--- config.mk ---
export PLATFORM = sky130hd
export DESIGN_NAME = spes_core
export DESIGN_NICKNAME = d
export VERILOG_FILES = /design/src/hdl/spes_pkg.sv /design/src/hdl/spes_tmr_if.sv /design/src/hdl/spes_timer.sv /design/src/hdl/spes_core.sv
export SDC_FILE = /design/constraint.sdc
export NUM_CORES = 1
export LEC_CHECK = 0
export BUFFER_PORTS_ARGS = -buffer_cell sky130_fd_sc_hd__buf_2
export CAP_MARGIN = 20
export CELL_PAD_IN_SITES_DETAIL_PLACEMENT = 1
export CELL_PAD_IN_SITES_GLOBAL_PLACEMENT = 1
export CORE_MARGIN = 3
export CORE_UTILIZATION = 50
export CTS_CLUSTER_DIAMETER = 30
export DETAILED_ROUTE_END_ITERATION = 10
export PLACE_DENSITY_LB_ADDON = 0.2
export SYNTH_ARGS = -nofsm -noshare
export SYNTH_HDL_FRONTEND = slang
export SYNTH_SLANG_ARGS = --single-unit
--- constraint.sdc ---
create_clock -name clk -period 27.1 [get_ports clk]
set_input_delay 5.42 -clock clk [delete_from_list [all_inputs] [get_ports clk]]
set_output_delay 5.42 -clock clk [all_outputs]
set_load 0.01 [all_outputs]
--- src/hdl/spes_pkg.sv ---
package spes_pkg;
  // register byte offsets
  localparam logic [7:0] REG_CTRL = 8'h00;
  localparam logic [7:0] REG_SEL_TMO = 8'h04;
  localparam logic [7:0] REG_DISC_TMO = 8'h08;
  localparam logic [7:0] REG_OP_TMO = 8'h0C;
  localparam logic [7:0] REG_PHASE_MASK = 8'h10;
  localparam logic [7:0] REG_STATUS = 8'h14;
  localparam logic [7:0] REG_SENSE = 8'h18;

  // control register fields
  localparam int CTRL_START_BIT = 0;
  localparam int CTRL_INHIBIT_BIT = 1;

  // status register fields
  localparam int STAT_BUSY_BIT = 0;
  localparam int STAT_DONE_BIT = 1;
  localparam int STAT_CODE_LSB = 8;
  localparam int STAT_SCSI_LSB = 16;

  // reset values
  localparam logic [15:0] TMO_RESET = 16'h0000;
  localparam logic [7:0] PHASE_MASK_RESET = 8'hCF;

  // error codes posted in the status block
  localparam logic [7:0] ERR_NONE = 8'h00;
  localparam logic [7:0] ERR_HOST_BUS = 8'h15;
  localparam logic [7:0] ERR_OP_TIMEOUT = 8'h16;
  localparam logic [7:0] ERR_SEL_TIMEOUT = 8'h1E;
  localparam logic [7:0] ERR_DISC_TIMEOUT = 8'h1F;
  localparam logic [7:0] ERR_PARITY = 8'h20;
  localparam logic [7:0] ERR_BUS_FREE = 8'h21;
  localparam logic [7:0] ERR_BAD_STATUS = 8'h23;
  localparam logic [7:0] ERR_BAD_PHASE = 8'h24;

  // scsi status byte values
  localparam logic [7:0] SCSI_GOOD = 8'h00;
  localparam logic [7:0] SCSI_CHECK = 8'h02;

  // timeout tick timing
  localparam int CLK_PERIOD_NS = 4;
  localparam int TMO_TICK_NS = 1000;
  localparam int TICK_CYCLES = (TMO_TICK_NS + CLK_PERIOD_NS - 1) /
    CLK_PERIOD_NS;

  typedef enum logic [2:0] {
    ST_IDLE = 3'b000,
    ST_SELECT = 3'b001,
    ST_CONN = 3'b010,
    ST_DISC = 3'b011,
    ST_SENSE = 3'b100
  } spes_state_t;
endpackage

--- src/hdl/spes_tmr_if.sv ---
`timescale 1ns/1ps
interface spes_tmr_if;
  logic run;
  logic [15:0] limit;
  logic expired;
  modport ctl (output run, output limit, input expired);
  modport tmr (input run, input limit, output expired);
endinterface

--- src/hdl/spes_timer.sv ---
`timescale 1ns/1ps
module spes_timer
  import spes_pkg::*;
#(
  parameter int TICK_CYC = TICK_CYCLES
) (
  input wire logic clk,
  input wire logic sys_rst,
  spes_tmr_if.tmr t
);
  logic [15:0] pre_reg;
  logic [15:0] cnt_reg;
  logic fired_reg;
  logic exp_reg;
  wire tick = (pre_reg == 16'(TICK_CYC - 1));
  wire hit = t.run && !fired_reg && (t.limit != 16'h0000) &&
    (cnt_reg >= t.limit);

  // counts ticks while run is high, clears when it drops; zero limit = off
  always_ff @(posedge clk or posedge sys_rst) begin
    if (sys_rst) begin
      pre_reg <= 16'h0000;
      cnt_reg <= 16'h0000;
      fired_reg <= 1'b0;
      exp_reg <= 1'b0;
    end else if (!t.run) begin
      pre_reg <= 16'h0000;
      cnt_reg <= 16'h0000;
      fired_reg <= 1'b0;
      exp_reg <= 1'b0;
    end else begin
      pre_reg <= tick ? 16'h0000 : pre_reg + 16'h0001;
      if (tick && cnt_reg != 16'hFFFF) begin
        cnt_reg <= cnt_reg + 16'h0001;
      end
      fired_reg <= fired_reg | hit;
      exp_reg <= hit;
    end
  end

  assign t.expired = exp_reg;
endmodule

--- src/hdl/spes_core.sv ---
`timescale 1ns/1ps
module spes_core
  import spes_pkg::*;
(
  input wire logic clk,
  input wire logic sys_rst,
  input wire logic [7:0] reg_addr,
  input wire logic [31:0] reg_wdata,
  input wire logic reg_wr,
  input wire logic reg_rd,
  output logic [31:0] reg_rdata,
  input wire logic host_bus_err,
  input wire logic sel_ack,
  input wire logic disc_msg,
  input wire logic reselect,
  input wire logic parity_err,
  input wire logic bus_free,
  input wire logic phase_valid,
  input wire logic [2:0] phase,
  input wire logic status_valid,
  input wire logic [7:0] status_byte,
  input wire logic sense_valid,
  input wire logic [31:0] sense_data,
  output logic sel_go,
  output logic sense_req,
  output logic cmd_abort,
  output logic cmd_done,
  output logic cmd_busy,
  output logic [7:0] err_code
);
  spes_state_t st_reg;
  spes_state_t st_next;
  logic [15:0] sel_tmo_reg;
  logic [15:0] disc_tmo_reg;
  logic [15:0] op_tmo_reg;
  logic [7:0] phase_mask_reg;
  logic inhibit_reg;
  logic [7:0] code_reg;
  logic [7:0] scsi_stat_reg;
  logic [31:0] sense_reg;
  logic done_reg;
  logic stat_seen_reg;
  logic disc_pend_reg;
  logic sel_go_reg;
  logic sense_req_reg;
  logic abort_reg;
  logic done_pulse_reg;
  logic [31:0] rdata_reg;
  logic finish;
  logic [7:0] fin_code;

  spes_tmr_if sel_t ();
  spes_tmr_if disc_t ();
  spes_tmr_if op_t ();

  // one timer each for selection, disconnect and whole operation
  spes_timer u_sel_tmr (.clk(clk), .sys_rst(sys_rst), .t(sel_t));
  spes_timer u_disc_tmr (.clk(clk), .sys_rst(sys_rst), .t(disc_t));
  spes_timer u_op_tmr (.clk(clk), .sys_rst(sys_rst), .t(op_t));

  // register decode
  wire busy = (st_reg != ST_IDLE);
  wire wr_ctrl = reg_wr && (reg_addr == REG_CTRL);
  wire wr_sel = reg_wr && (reg_addr == REG_SEL_TMO);
  wire wr_disc = reg_wr && (reg_addr == REG_DISC_TMO);
  wire wr_op = reg_wr && (reg_addr == REG_OP_TMO);
  wire wr_mask = reg_wr && (reg_addr == REG_PHASE_MASK);
  wire start_cmd = wr_ctrl && reg_wdata[CTRL_START_BIT] && !busy;

  // timers run only in the states they guard
  assign sel_t.run = (st_reg == ST_SELECT);
  assign sel_t.limit = sel_tmo_reg;
  assign disc_t.run = (st_reg == ST_DISC);
  assign disc_t.limit = disc_tmo_reg;
  assign op_t.run = busy;
  assign op_t.limit = op_tmo_reg;

  // error detection, each qualified by where it can legally happen
  wire connected = (st_reg == ST_CONN);
  wire bus_err_hit = busy && host_bus_err;
  wire op_hit = busy && op_t.expired;
  wire sel_hit = sel_t.run && sel_t.expired;
  wire disc_hit = disc_t.run && disc_t.expired;
  wire par_hit = connected && parity_err;
  wire phase_ok = phase_mask_reg[phase];
  wire phase_hit = connected && phase_valid && !phase_ok;
  wire bf_expected = stat_seen_reg || disc_pend_reg;
  wire bf_hit = connected && bus_free && !bf_expected;
  wire any_err = bus_err_hit || op_hit || sel_hit || disc_hit ||
    par_hit || phase_hit || bf_hit;

  // status byte handling
  wire bad_stat = (scsi_stat_reg != SCSI_GOOD);
  wire want_sense = (scsi_stat_reg == SCSI_CHECK) && !inhibit_reg;
  wire stat_take = connected && status_valid && !stat_seen_reg;
  wire clean_free = connected && bus_free && bf_expected && !any_err;
  wire go_disc = clean_free && !stat_seen_reg && disc_pend_reg;
  wire go_sense = clean_free && stat_seen_reg && want_sense;
  wire ok_end = clean_free && stat_seen_reg && !want_sense;
  wire sense_end = (st_reg == ST_SENSE) && sense_valid && !any_err;

  // first condition found ends the command with a single code
  always_comb begin
    finish = 1'b0;
    fin_code = ERR_NONE;
    if (busy) begin
      if (bus_err_hit) begin
        finish = 1'b1;
        fin_code = ERR_HOST_BUS;
      end else if (par_hit) begin
        finish = 1'b1;
        fin_code = ERR_PARITY;
      end else if (phase_hit) begin
        finish = 1'b1;
        fin_code = ERR_BAD_PHASE;
      end else if (bf_hit) begin
        finish = 1'b1;
        fin_code = ERR_BUS_FREE;
      end else if (sel_hit) begin
        finish = 1'b1;
        fin_code = ERR_SEL_TIMEOUT;
      end else if (disc_hit) begin
        finish = 1'b1;
        fin_code = ERR_DISC_TIMEOUT;
      end else if (op_hit) begin
        finish = 1'b1;
        fin_code = ERR_OP_TIMEOUT;
      end else if (ok_end) begin
        finish = 1'b1;
        fin_code = bad_stat ? ERR_BAD_STATUS : ERR_NONE;
      end else if (sense_end) begin
        finish = 1'b1;
        fin_code = ERR_BAD_STATUS;
      end
    end
  end

  // command sequence
  always_comb begin
    st_next = st_reg;
    case (st_reg)
      ST_IDLE: begin
        if (start_cmd) begin
          st_next = ST_SELECT;
        end
      end
      ST_SELECT: begin
        if (finish) begin
          st_next = ST_IDLE;
        end else if (sel_ack) begin
          st_next = ST_CONN;
        end
      end
      ST_CONN: begin
        if (finish) begin
          st_next = ST_IDLE;
        end else if (go_disc) begin
          st_next = ST_DISC;
        end else if (go_sense) begin
          st_next = ST_SENSE;
        end
      end
      ST_DISC: begin
        if (finish) begin
          st_next = ST_IDLE;
        end else if (reselect) begin
          st_next = ST_CONN;
        end
      end
      ST_SENSE: begin
        if (finish) begin
          st_next = ST_IDLE;
        end
      end
      default: begin
        st_next = ST_IDLE;
      end
    endcase
  end

  // state register
  always_ff @(posedge clk or posedge sys_rst) begin
    if (sys_rst) begin
      st_reg <= ST_IDLE;
    end else begin
      st_reg <= st_next;
    end
  end

  // software configuration
  always_ff @(posedge clk or posedge sys_rst) begin
    if (sys_rst) begin
      sel_tmo_reg <= TMO_RESET;
      disc_tmo_reg <= TMO_RESET;
      op_tmo_reg <= TMO_RESET;
      phase_mask_reg <= PHASE_MASK_RESET;
      inhibit_reg <= 1'b0;
    end else begin
      if (wr_sel) sel_tmo_reg <= reg_wdata[15:0];
      if (wr_disc) disc_tmo_reg <= reg_wdata[15:0];
      if (wr_op) op_tmo_reg <= reg_wdata[15:0];
      if (wr_mask) phase_mask_reg <= reg_wdata[7:0];
      if (start_cmd) inhibit_reg <= reg_wdata[CTRL_INHIBIT_BIT];
    end
  end

  // sequence flags: status seen, disconnect message pending
  always_ff @(posedge clk or posedge sys_rst) begin
    if (sys_rst) begin
      stat_seen_reg <= 1'b0;
      disc_pend_reg <= 1'b0;
    end else if (start_cmd || st_next == ST_IDLE) begin
      stat_seen_reg <= 1'b0;
      disc_pend_reg <= 1'b0;
    end else begin
      if (stat_take) stat_seen_reg <= 1'b1;
      if (connected && disc_msg) begin
        disc_pend_reg <= 1'b1;
      end else if (st_reg == ST_DISC && reselect) begin
        disc_pend_reg <= 1'b0;
      end
    end
  end

  // status block: code, scsi status and selected sense bytes
  always_ff @(posedge clk or posedge sys_rst) begin
    if (sys_rst) begin
      code_reg <= ERR_NONE;
      scsi_stat_reg <= SCSI_GOOD;
      sense_reg <= 32'h0000_0000;
      done_reg <= 1'b0;
    end else if (start_cmd) begin
      code_reg <= ERR_NONE;
      scsi_stat_reg <= SCSI_GOOD;
      sense_reg <= 32'h0000_0000;
      done_reg <= 1'b0;
    end else begin
      if (stat_take) scsi_stat_reg <= status_byte;
      if (sense_end) sense_reg <= sense_data;
      if (finish) begin
        code_reg <= fin_code;
        done_reg <= 1'b1;
      end
    end
  end

  // one-cycle notices to the scsi engine and the host side
  always_ff @(posedge clk or posedge sys_rst) begin
    if (sys_rst) begin
      sel_go_reg <= 1'b0;
      sense_req_reg <= 1'b0;
      abort_reg <= 1'b0;
      done_pulse_reg <= 1'b0;
    end else begin
      sel_go_reg <= start_cmd;
      sense_req_reg <= go_sense && !finish;
      abort_reg <= finish && any_err;
      done_pulse_reg <= finish;
    end
  end

  // read mux, data stands only in the cycle after the strobe
  wire [31:0] stat_word = {8'h00, scsi_stat_reg, code_reg, 6'b00_0000,
    done_reg, busy};
  wire [31:0] rd_word =
    (reg_addr == REG_CTRL) ? {30'h0000_0000, inhibit_reg, 1'b0} :
    (reg_addr == REG_SEL_TMO) ? {16'h0000, sel_tmo_reg} :
    (reg_addr == REG_DISC_TMO) ? {16'h0000, disc_tmo_reg} :
    (reg_addr == REG_OP_TMO) ? {16'h0000, op_tmo_reg} :
    (reg_addr == REG_PHASE_MASK) ? {24'h00_0000, phase_mask_reg} :
    (reg_addr == REG_STATUS) ? stat_word :
    (reg_addr == REG_SENSE) ? sense_reg : 32'h0000_0000;

  always_ff @(posedge clk or posedge sys_rst) begin
    if (sys_rst) begin
      rdata_reg <= 32'h0000_0000;
    end else begin
      rdata_reg <= reg_rd ? rd_word : 32'h0000_0000;
    end
  end

  assign reg_rdata = rdata_reg;
  assign sel_go = sel_go_reg;
  assign sense_req = sense_req_reg;
  assign cmd_abort = abort_reg;
  assign cmd_done = done_pulse_reg;
  assign cmd_busy = busy;
  assign err_code = code_reg;
endmodule

==> results of run 1 <==
per-layer routing:
layer,up-vias,GRT usage
met5,-,0
li1,4702,-
met3,119,0.04866
met4,0,0.1289
met2,373,0.5224
met1,5375,0.3746
cell families after synthesis:
family / synth area share
simple gates: 0.1896
xor+xnor: 0.05301
other cells: 0.0002986
buf+inv: 0.03796
compound gates: 0.09915
fa+ha+maj: 0.05680
flops: 0.4928
mux: 0.07035
area by class of cell:
type                            count  area share
Tap cell                          324     0.02612
Inverter                           67     0.01669
Clock buffer                       70     0.09955
Sequential cell                   247      0.3987
Multi-Input combinational cell    898      0.3810
Clock inverter                     33     0.03377
Timing Repair Buffer              132     0.04417
power groups by stage:
stage	combinational (W)	clock (W)	sequential, W
after global routing	0.0000740	0.000772	0.000397
after floorplan	0.0000395	0	0.000396
after global placement	0.0000609	0	0.000400
final	0.0000675	0.000744	0.000397
after CTS	0.0000674	0.000753	0.000396
after detailed placement	0.0000641	0	0.000400
worst max-delay path: stages:
cell and delay (ns):
sky130_fd_sc_hd__buf_2 0.10, sky130_fd_sc_hd__nor3_1 0.43, sky130_fd_sc_hd__nand3b_1 0.65, sky130_fd_sc_hd__nor2_1 1.09, sky130_fd_sc_hd__nand2_1 0.77, sky130_fd_sc_hd__mux2_2 0.50
metrics by stage:
stage	setup slack [ns]	util	total power, W
floorplan	14.90	-	0.0004354
global placement	18.47	0.5483	0.0004604
detailed placement	18.30	0.5483	0.0004645
CTS	18.77	0.6327	0.001216
global route	18.47	0.6327	0.001243
finish	18.56	0.6327	0.001208
synth_stat cells (5+ instances only):
master                      instances  share of area
sky130_fd_sc_hd__a21o_1            20          0.012
sky130_fd_sc_hd__a21oi_1           47          0.019
sky130_fd_sc_hd__a222oi_1           5         0.0040
sky130_fd_sc_hd__a22o_1             9         0.0063
sky130_fd_sc_hd__a22oi_1           16         0.0096
sky130_fd_sc_hd__and2_1            10         0.0050
sky130_fd_sc_hd__and3_1            10         0.0050
sky130_fd_sc_hd__and4_1             6         0.0042
sky130_fd_sc_hd__buf_2              8         0.0032
sky130_fd_sc_hd__buf_4              5         0.0030
sky130_fd_sc_hd__clkbuf_1          28         0.0084
sky130_fd_sc_hd__dfrtp_1          241           0.48
sky130_fd_sc_hd__dfstp_2            6          0.013
sky130_fd_sc_hd__ha_1              57          0.057
sky130_fd_sc_hd__inv_1             66          0.020
sky130_fd_sc_hd__mux2_2            60          0.054
sky130_fd_sc_hd__mux2i_1           14          0.011
sky130_fd_sc_hd__nand2_1          146          0.044
sky130_fd_sc_hd__nand2b_1           7         0.0035
sky130_fd_sc_hd__nand3_1           47          0.019
sky130_fd_sc_hd__nand3b_1           6         0.0036
sky130_fd_sc_hd__nand4_1           30          0.015
sky130_fd_sc_hd__nor2_1           138          0.041
sky130_fd_sc_hd__nor2b_1            5         0.0025
sky130_fd_sc_hd__nor3_1            23         0.0092
sky130_fd_sc_hd__nor4_1            28          0.014
sky130_fd_sc_hd__o21ai_0           57          0.023
sky130_fd_sc_hd__o21ai_1            5         0.0020
sky130_fd_sc_hd__o2bb2ai_1          5         0.0035
sky130_fd_sc_hd__or2_2              5         0.0025
sky130_fd_sc_hd__or3_1             11         0.0055
sky130_fd_sc_hd__xnor2_1           33          0.023
sky130_fd_sc_hd__xor2_1            43          0.030
worst paths after layout:
path / startpoint / to / depth (start not counted)
worst max-delay path: reg_addr[5] / sel_t.limit[6] / 6
worst min-delay path: u_disc_tmr.fired_reg / u_disc_tmr.t.expired / 1
worst max register to register: st_reg[1] / u_sel_tmr.cnt_reg[13] / 6
worst min register to register: u_disc_tmr.fired_reg / u_disc_tmr.t.expired / 1
max in group asynchronous: sys_rst / u_disc_tmr.fired_reg / 3
min in group asynchronous: sys_rst / inhibit_reg / 2
==> run summary, run 1 <==
LAYOUT
--------------------------------------------------------------------------------------
Filler Cell Count                                                                 2649
Design Area, Final                                                          15520 um^2
Antenna fix cells                                                                    0
Area taken by multi-input logic gates                                        5914 um^2
Register cell area after layout                                              6188 um^2
Commonest non-fill, non-tap cell in the layout                            sky130_fd_sc_hd__dfrtp_1
Net count reported at finish                                                      1555
Most frequent cells in the layout                                         241 x sky130_fd_sc_hd__dfrtp_1, 146 x sky130_fd_sc_hd__nand2_1, 138 x sky130_fd_sc_hd__nor2_1
Number of standard cells in the final layout excluding fillers                    1771
Share of post-route cells with drive strength above 1                           0.2198
Area Growth Syn to Fin                                                          23.62%

STA
--------------------------------------------------------------------------------------
Endpoints failing setup                                                              0
Tightest slew margin relative to the limit                                      0.2521
Maximum clock skew at final layout                                          0.01273 ns
Fin. Hold Viols                                                                      0
Worst hold slack after final layout                                          0.4660 ns
Final worst path period need                                                  8.545 ns
Unrepaired setup endpoints after global routing                                  false
Worst Tran Pin Value                                                          1.118 ns
Max frequency                                                                117.0 MHz
Final period utilization                                                        0.3153
Setup TNS Final                                                                   0 ns
Fin. max-slew vios                                                                   0

LOGIC SYNTHESIS
--------------------------------------------------------------------------------------
Dominant register cell in the synthesized netlist                         sky130_fd_sc_hd__dfrtp_1
Sequential area share after synthesis                                           0.4928
Number of distinct standard cells referenced by the synthesized netlist             69
Post-synthesis instance total                                                     1259
Syn_area_per_cell                                                           9.974 um^2
Netlist area before placement                                               12560 um^2
Number of synthesized flops with an enable pin                                       0
#FFs+latches synth                                                                 247
Warnings from Yosys                                                                  0
Async S/R FF share, synth                                                        1.000

CLOCK TREE
--------------------------------------------------------------------------------------
Clock latency reported for the late side of the worst-skew pair                0.56 ns
Cts-stage hold buffer count                                                          0
Number of buffers inserted by post-CTS setup repair                                  0
Num Clock Sinks                                                                    247
Number of buffers on the longest clock path                                          3
TritonCTS clock tree                                                              done
Clock buffer count from CTS                                                         56
# resized after CTS                                                                  0
Number of H-tree levels                                                              2
Root buffer cell                                                          sky130_fd_sc_hd__clkbuf_16
Clock slew at reported path FFs                                                0.05 ns

PWR
--------------------------------------------------------------------------------------
Clock share of power                                                             0.616
Total power density per cell area                                         77.82 nW/um^2
IR drop worst, VDD                                                        0.00005631 V
Net switching power figure                                                 0.0002774 W
Leakage power summed over all cells                                           7.098 nW
Fraction of power consumed by combinational cells                                0.056
Switching share of power                                                        0.2297
Sequential fraction of design power                                              0.328
Int Power                                                                  0.0009305 W

ROUTING
--------------------------------------------------------------------------------------
Detailed router's first-iteration violation count                                  848
Total wire length                                                             40200 um
Routed wire length on met3                                                     2187 um
Met1 Routed Length                                                            16320 um
Via-per-instance ratio                                                           5.968
Max layer used                                                                    met4
Detailed-router iteration count before antenna repair                                5
DRC Markers                                                                          0
Average routed wire per standard cell                                         22.70 um
Total via count after detailed routing                                           10570
WL met2                                                                       20040 um
Final antenna-violating net count                                                    0

RUN
--------------------------------------------------------------------------------------
Max-cap violations                                                                   0

PLACE
--------------------------------------------------------------------------------------
Global placer's final weighted congestion                                       0.8591
Total of buffers placed on input and output ports                                  122
Sum of net half-perimeters after detailed placement                           24910 um
Placed instance count                                                             1668
Total placed instance area                                                  13450 um^2

DIE
--------------------------------------------------------------------------------------
Std cell rows                                                                       57
Effective utilization at floorplan                                              0.5118
DIE WIDTH                                                                     164.5 um
Die area                                                                    27050 um^2
Die Y                                                                         164.5 um
Number of I/O pins                                                                 141
Placeable core region                                                       24530 um^2

GLOBAL ROUTING
--------------------------------------------------------------------------------------
First-pass GRT wire length                                                    64110 um
GRT overflow                                                                         0
Total GRT Usage                                                                 0.3016
Number of antenna violations at the first check in global routing                    0
Maximum number of pins on one net before global-route repair                       100
Vias in the first global route                                                   11710

WORST SETUP PATH
--------------------------------------------------------------------------------------
Launching element type of the critical path                                 input port
Critical path data required time                                              27.53 ns
Reg-to-reg setup timing slack                                                 24.16 ns
Category of the most critical setup path                                  input port to flop
Capturing element type of the critical path                                       flop
Worst Path Max Fanout                                                               16
Arrival @ worst endpoint                                                       8.98 ns

STATUS
--------------------------------------------------------------------------------------
Run status                                                                   completed

MIN PATH
--------------------------------------------------------------------------------------
Tightest Hold Check Type                                                  flop to flop

Power figures use the tool's default switching activity.
==> inputs of run 2 (changes only) <==
--- a/config.mk
+++ b/config.mk
@@ -10,7 +10,7 @@
 export CELL_PAD_IN_SITES_DETAIL_PLACEMENT = 1
 export CELL_PAD_IN_SITES_GLOBAL_PLACEMENT = 1
 export CORE_MARGIN = 3
-export CORE_UTILIZATION = 50
+export CORE_UTILIZATION = 46
 export CTS_CLUSTER_DIAMETER = 30
 export DETAILED_ROUTE_END_ITERATION = 10
 export PLACE_DENSITY_LB_ADDON = 0.2
==> constraint.sdc (replaced) <==
create_clock -name clk -period 8.4 [get_ports clk]
set_input_delay 1.68 -clock clk [delete_from_list [all_inputs] [get_ports clk]]
set_output_delay 1.68 -clock clk [all_outputs]
set_load 0.01 [all_outputs]
==> run summary, run 2 (synthesis gave the netlist of run 1 again) <==
CLOCK TREE
--------------------------------------------------------------------------------
# resized after CTS                                                            0
TritonCTS clock tree                                                        done
Num Clock Sinks                                                              247
Root buffer cell                                                    sky130_fd_sc_hd__clkbuf_16
Clock buffer count from CTS                                                   55
Number of buffers on the longest clock path                                    3
Number of H-tree levels                                                        2
Clock latency reported for the late side of the worst-skew pair          0.58 ns
Clock slew at reported path FFs                                          0.05 ns
Number of buffers inserted by post-CTS setup repair                            0
Cts-stage hold buffer count                                                    0

GLOBAL ROUTING
--------------------------------------------------------------------------------
Maximum number of pins on one net before global-route repair                 166
Vias in the first global route                                             11260
Number of antenna violations at the first check in global routing              4
GRT overflow                                                                   0
First-pass GRT wire length                                              60590 um
Total GRT Usage                                                           0.2605

LAYOUT
--------------------------------------------------------------------------------
Commonest non-fill, non-tap cell in the layout                      sky130_fd_sc_hd__dfrtp_1
Area Growth Syn to Fin                                                    23.72%
Number of standard cells in the final layout excluding fillers              1782
Share of post-route cells with drive strength above 1                     0.2234
Most frequent cells in the layout                                   241 x sky130_fd_sc_hd__dfrtp_1, 146 x sky130_fd_sc_hd__nand2_1, 138 x sky130_fd_sc_hd__nor2_1
Net count reported at finish                                                1553

PWR
--------------------------------------------------------------------------------
IR drop worst, VDD                                                   0.0001554 V
Sequential fraction of design power                                        0.331
Total power density per cell area                                   248.2 nW/um^2
Clock share of power                                                       0.614
Leakage power summed over all cells                                     7.103 nW
Switching share of power                                                  0.2376
Net switching power figure                                           0.0009162 W
Fraction of power consumed by combinational cells                          0.055
Int Power                                                             0.002941 W

WORST SETUP PATH
--------------------------------------------------------------------------------
Reg-to-reg setup timing slack                                            5.47 ns
Worst Path Max Fanout                                                         16
Capturing element type of the critical path                                 flop
Critical path data required time                                         8.84 ns
Worst Setup SP                                                       reg_addr[5]
Total buffers and inverters traversed by the critical path                     1
Cell family with the largest share of critical-path delay           simple AND/OR/NAND/NOR gates
Worst R2R Start                                                        st_reg[0]
Launching element type of the critical path                           input port
Cell Chain, Critical Path                                           buf_2 > nor3_1 > nand3b_1 > nor2_1 > nand2_1 > mux2_2
Worst R2R End                                                       u_disc_tmr.cnt_reg[5]
Slowest stage cell, crit path                                       sky130_fd_sc_hd__nor2_1
Category of the most critical setup path                            input port to flop
Arrival @ worst endpoint                                                 5.12 ns
Cell depth of the worst flop-to-flop path                                      6
Critical path's largest stage delay                                      0.99 ns

MIN PATH
--------------------------------------------------------------------------------
Hold-critical path depth                                                       1
Capture endpoint of the worst hold path                             u_sel_tmr.t.expired
Start point of the worst hold path                                  u_sel_tmr.fired_reg
Tightest Hold Check Type                                            flop to flop

ROUTING
--------------------------------------------------------------------------------
DRC Markers                                                                    0
Final antenna-violating net count                                              0
Total wire length                                                       37550 um
Via-per-instance ratio                                                     5.756
Detailed router's first-iteration violation count                            606
Total via count after detailed routing                                     10260
Detailed-router iteration count before antenna repair                          5
Average routed wire per standard cell                                   21.07 um

STA
--------------------------------------------------------------------------------
Worst Setup Slack, final                                                3.714 ns
Unrepaired setup endpoints after global routing                            false
Maximum clock skew at final layout                                    0.02516 ns
Final period utilization                                                  0.5579
Endpoints failing setup                                                        0
Final worst path period need                                            4.686 ns
Max frequency                                                          213.4 MHz
Setup TNS Final                                                             0 ns
Fin. Hold Viols                                                                0
Worst Tran Pin Value                                                    1.057 ns
Worst hold slack after final layout                                    0.4437 ns
Fin. max-slew vios                                                             0
Tightest slew margin relative to the limit                                0.2929

DIE
--------------------------------------------------------------------------------
DIE WIDTH                                                               171.2 um
Effective utilization at floorplan                                        0.4751
Placeable core region                                                 26430 um^2
Number of I/O pins                                                           141
Die area                                                              29320 um^2
Std cell rows                                                                 59
Die Y                                                                   171.2 um

PLACE
--------------------------------------------------------------------------------
Global placer's final weighted congestion                                 0.8137
Sum of net half-perimeters after detailed placement                     24490 um
Placed instance count                                                       1677
Total of buffers placed on input and output ports                            122
Pre-CTS setup slack                                                     3.435 ns

STATUS
--------------------------------------------------------------------------------
Run status                                                             completed

RUN
--------------------------------------------------------------------------------
Max-cap violations                                                             0

run 2: changes by cell type in the layout (fill, tap and decap cells not counted), sizes merged:
cell      before  now
diode          0    1
inv           69   73
clkbuf        70   61
clkinv         9   17
buf          132  131
clkinvlp       9    7
bufinv        13   12
run 2: worst max-delay path by stage:
stage	endpoint	cells after the start
final	sel_t.limit[11]	6
after detailed placement	sel_t.limit[10]	6
after CTS	sel_t.limit[10]	6
after global placement	sel_t.limit[5]	6
after floorplan	cmd_abort	1
after global routing	sel_t.limit[3]	6
run 2: final cells by class:
class	instances	area (um^2)
Fill cell	2914	10890
Sequential cell	247	6188
Multi-Input combinational cell	898	5914
Clock buffer	61	1459
Timing Repair Buffer	131	690.7
Clock inverter	42	606.8
Tap cell	335	419.2
Inverter	67	255.2
Antenna cell	1	2.502
run 2: per-layer routing:
layer | routed length, um | GRT usage | share of wire | vias up
li1 | - | - | - | 4706
met1 | 15970 | 0.3330 | 0.43 | 5161
met2 | 18210 | 0.4399 | 0.49 | 282
met3 | 1960 | 0.04918 | 0.052 | 102
met4 | 1371 | 0.1029 | 0.037 | 6
met5 | 33 | 0 | 0.00088 | -
run 2: through the flow:
stage,power [W],instance area (um^2),utilization
global placement,0.001488,13460,0.5093
detailed placement,0.001498,13460,0.5093
global route,0.003989,15540,0.5879
CTS,0.003886,15530,0.5875
floorplan,0.001405,12560,-
finish,0.003857,15540,0.5879
run 2: power groups by stage:
stage	registers [W]	logic, W	clock network [W]
after detailed placement	0.00129	0.000207	0
after CTS	0.00128	0.000214	0.00240
after global placement	0.00129	0.000198	0
after floorplan	0.00128	0.000128	0
after global routing	0.00128	0.000235	0.00247
final	0.00128	0.000211	0.00237
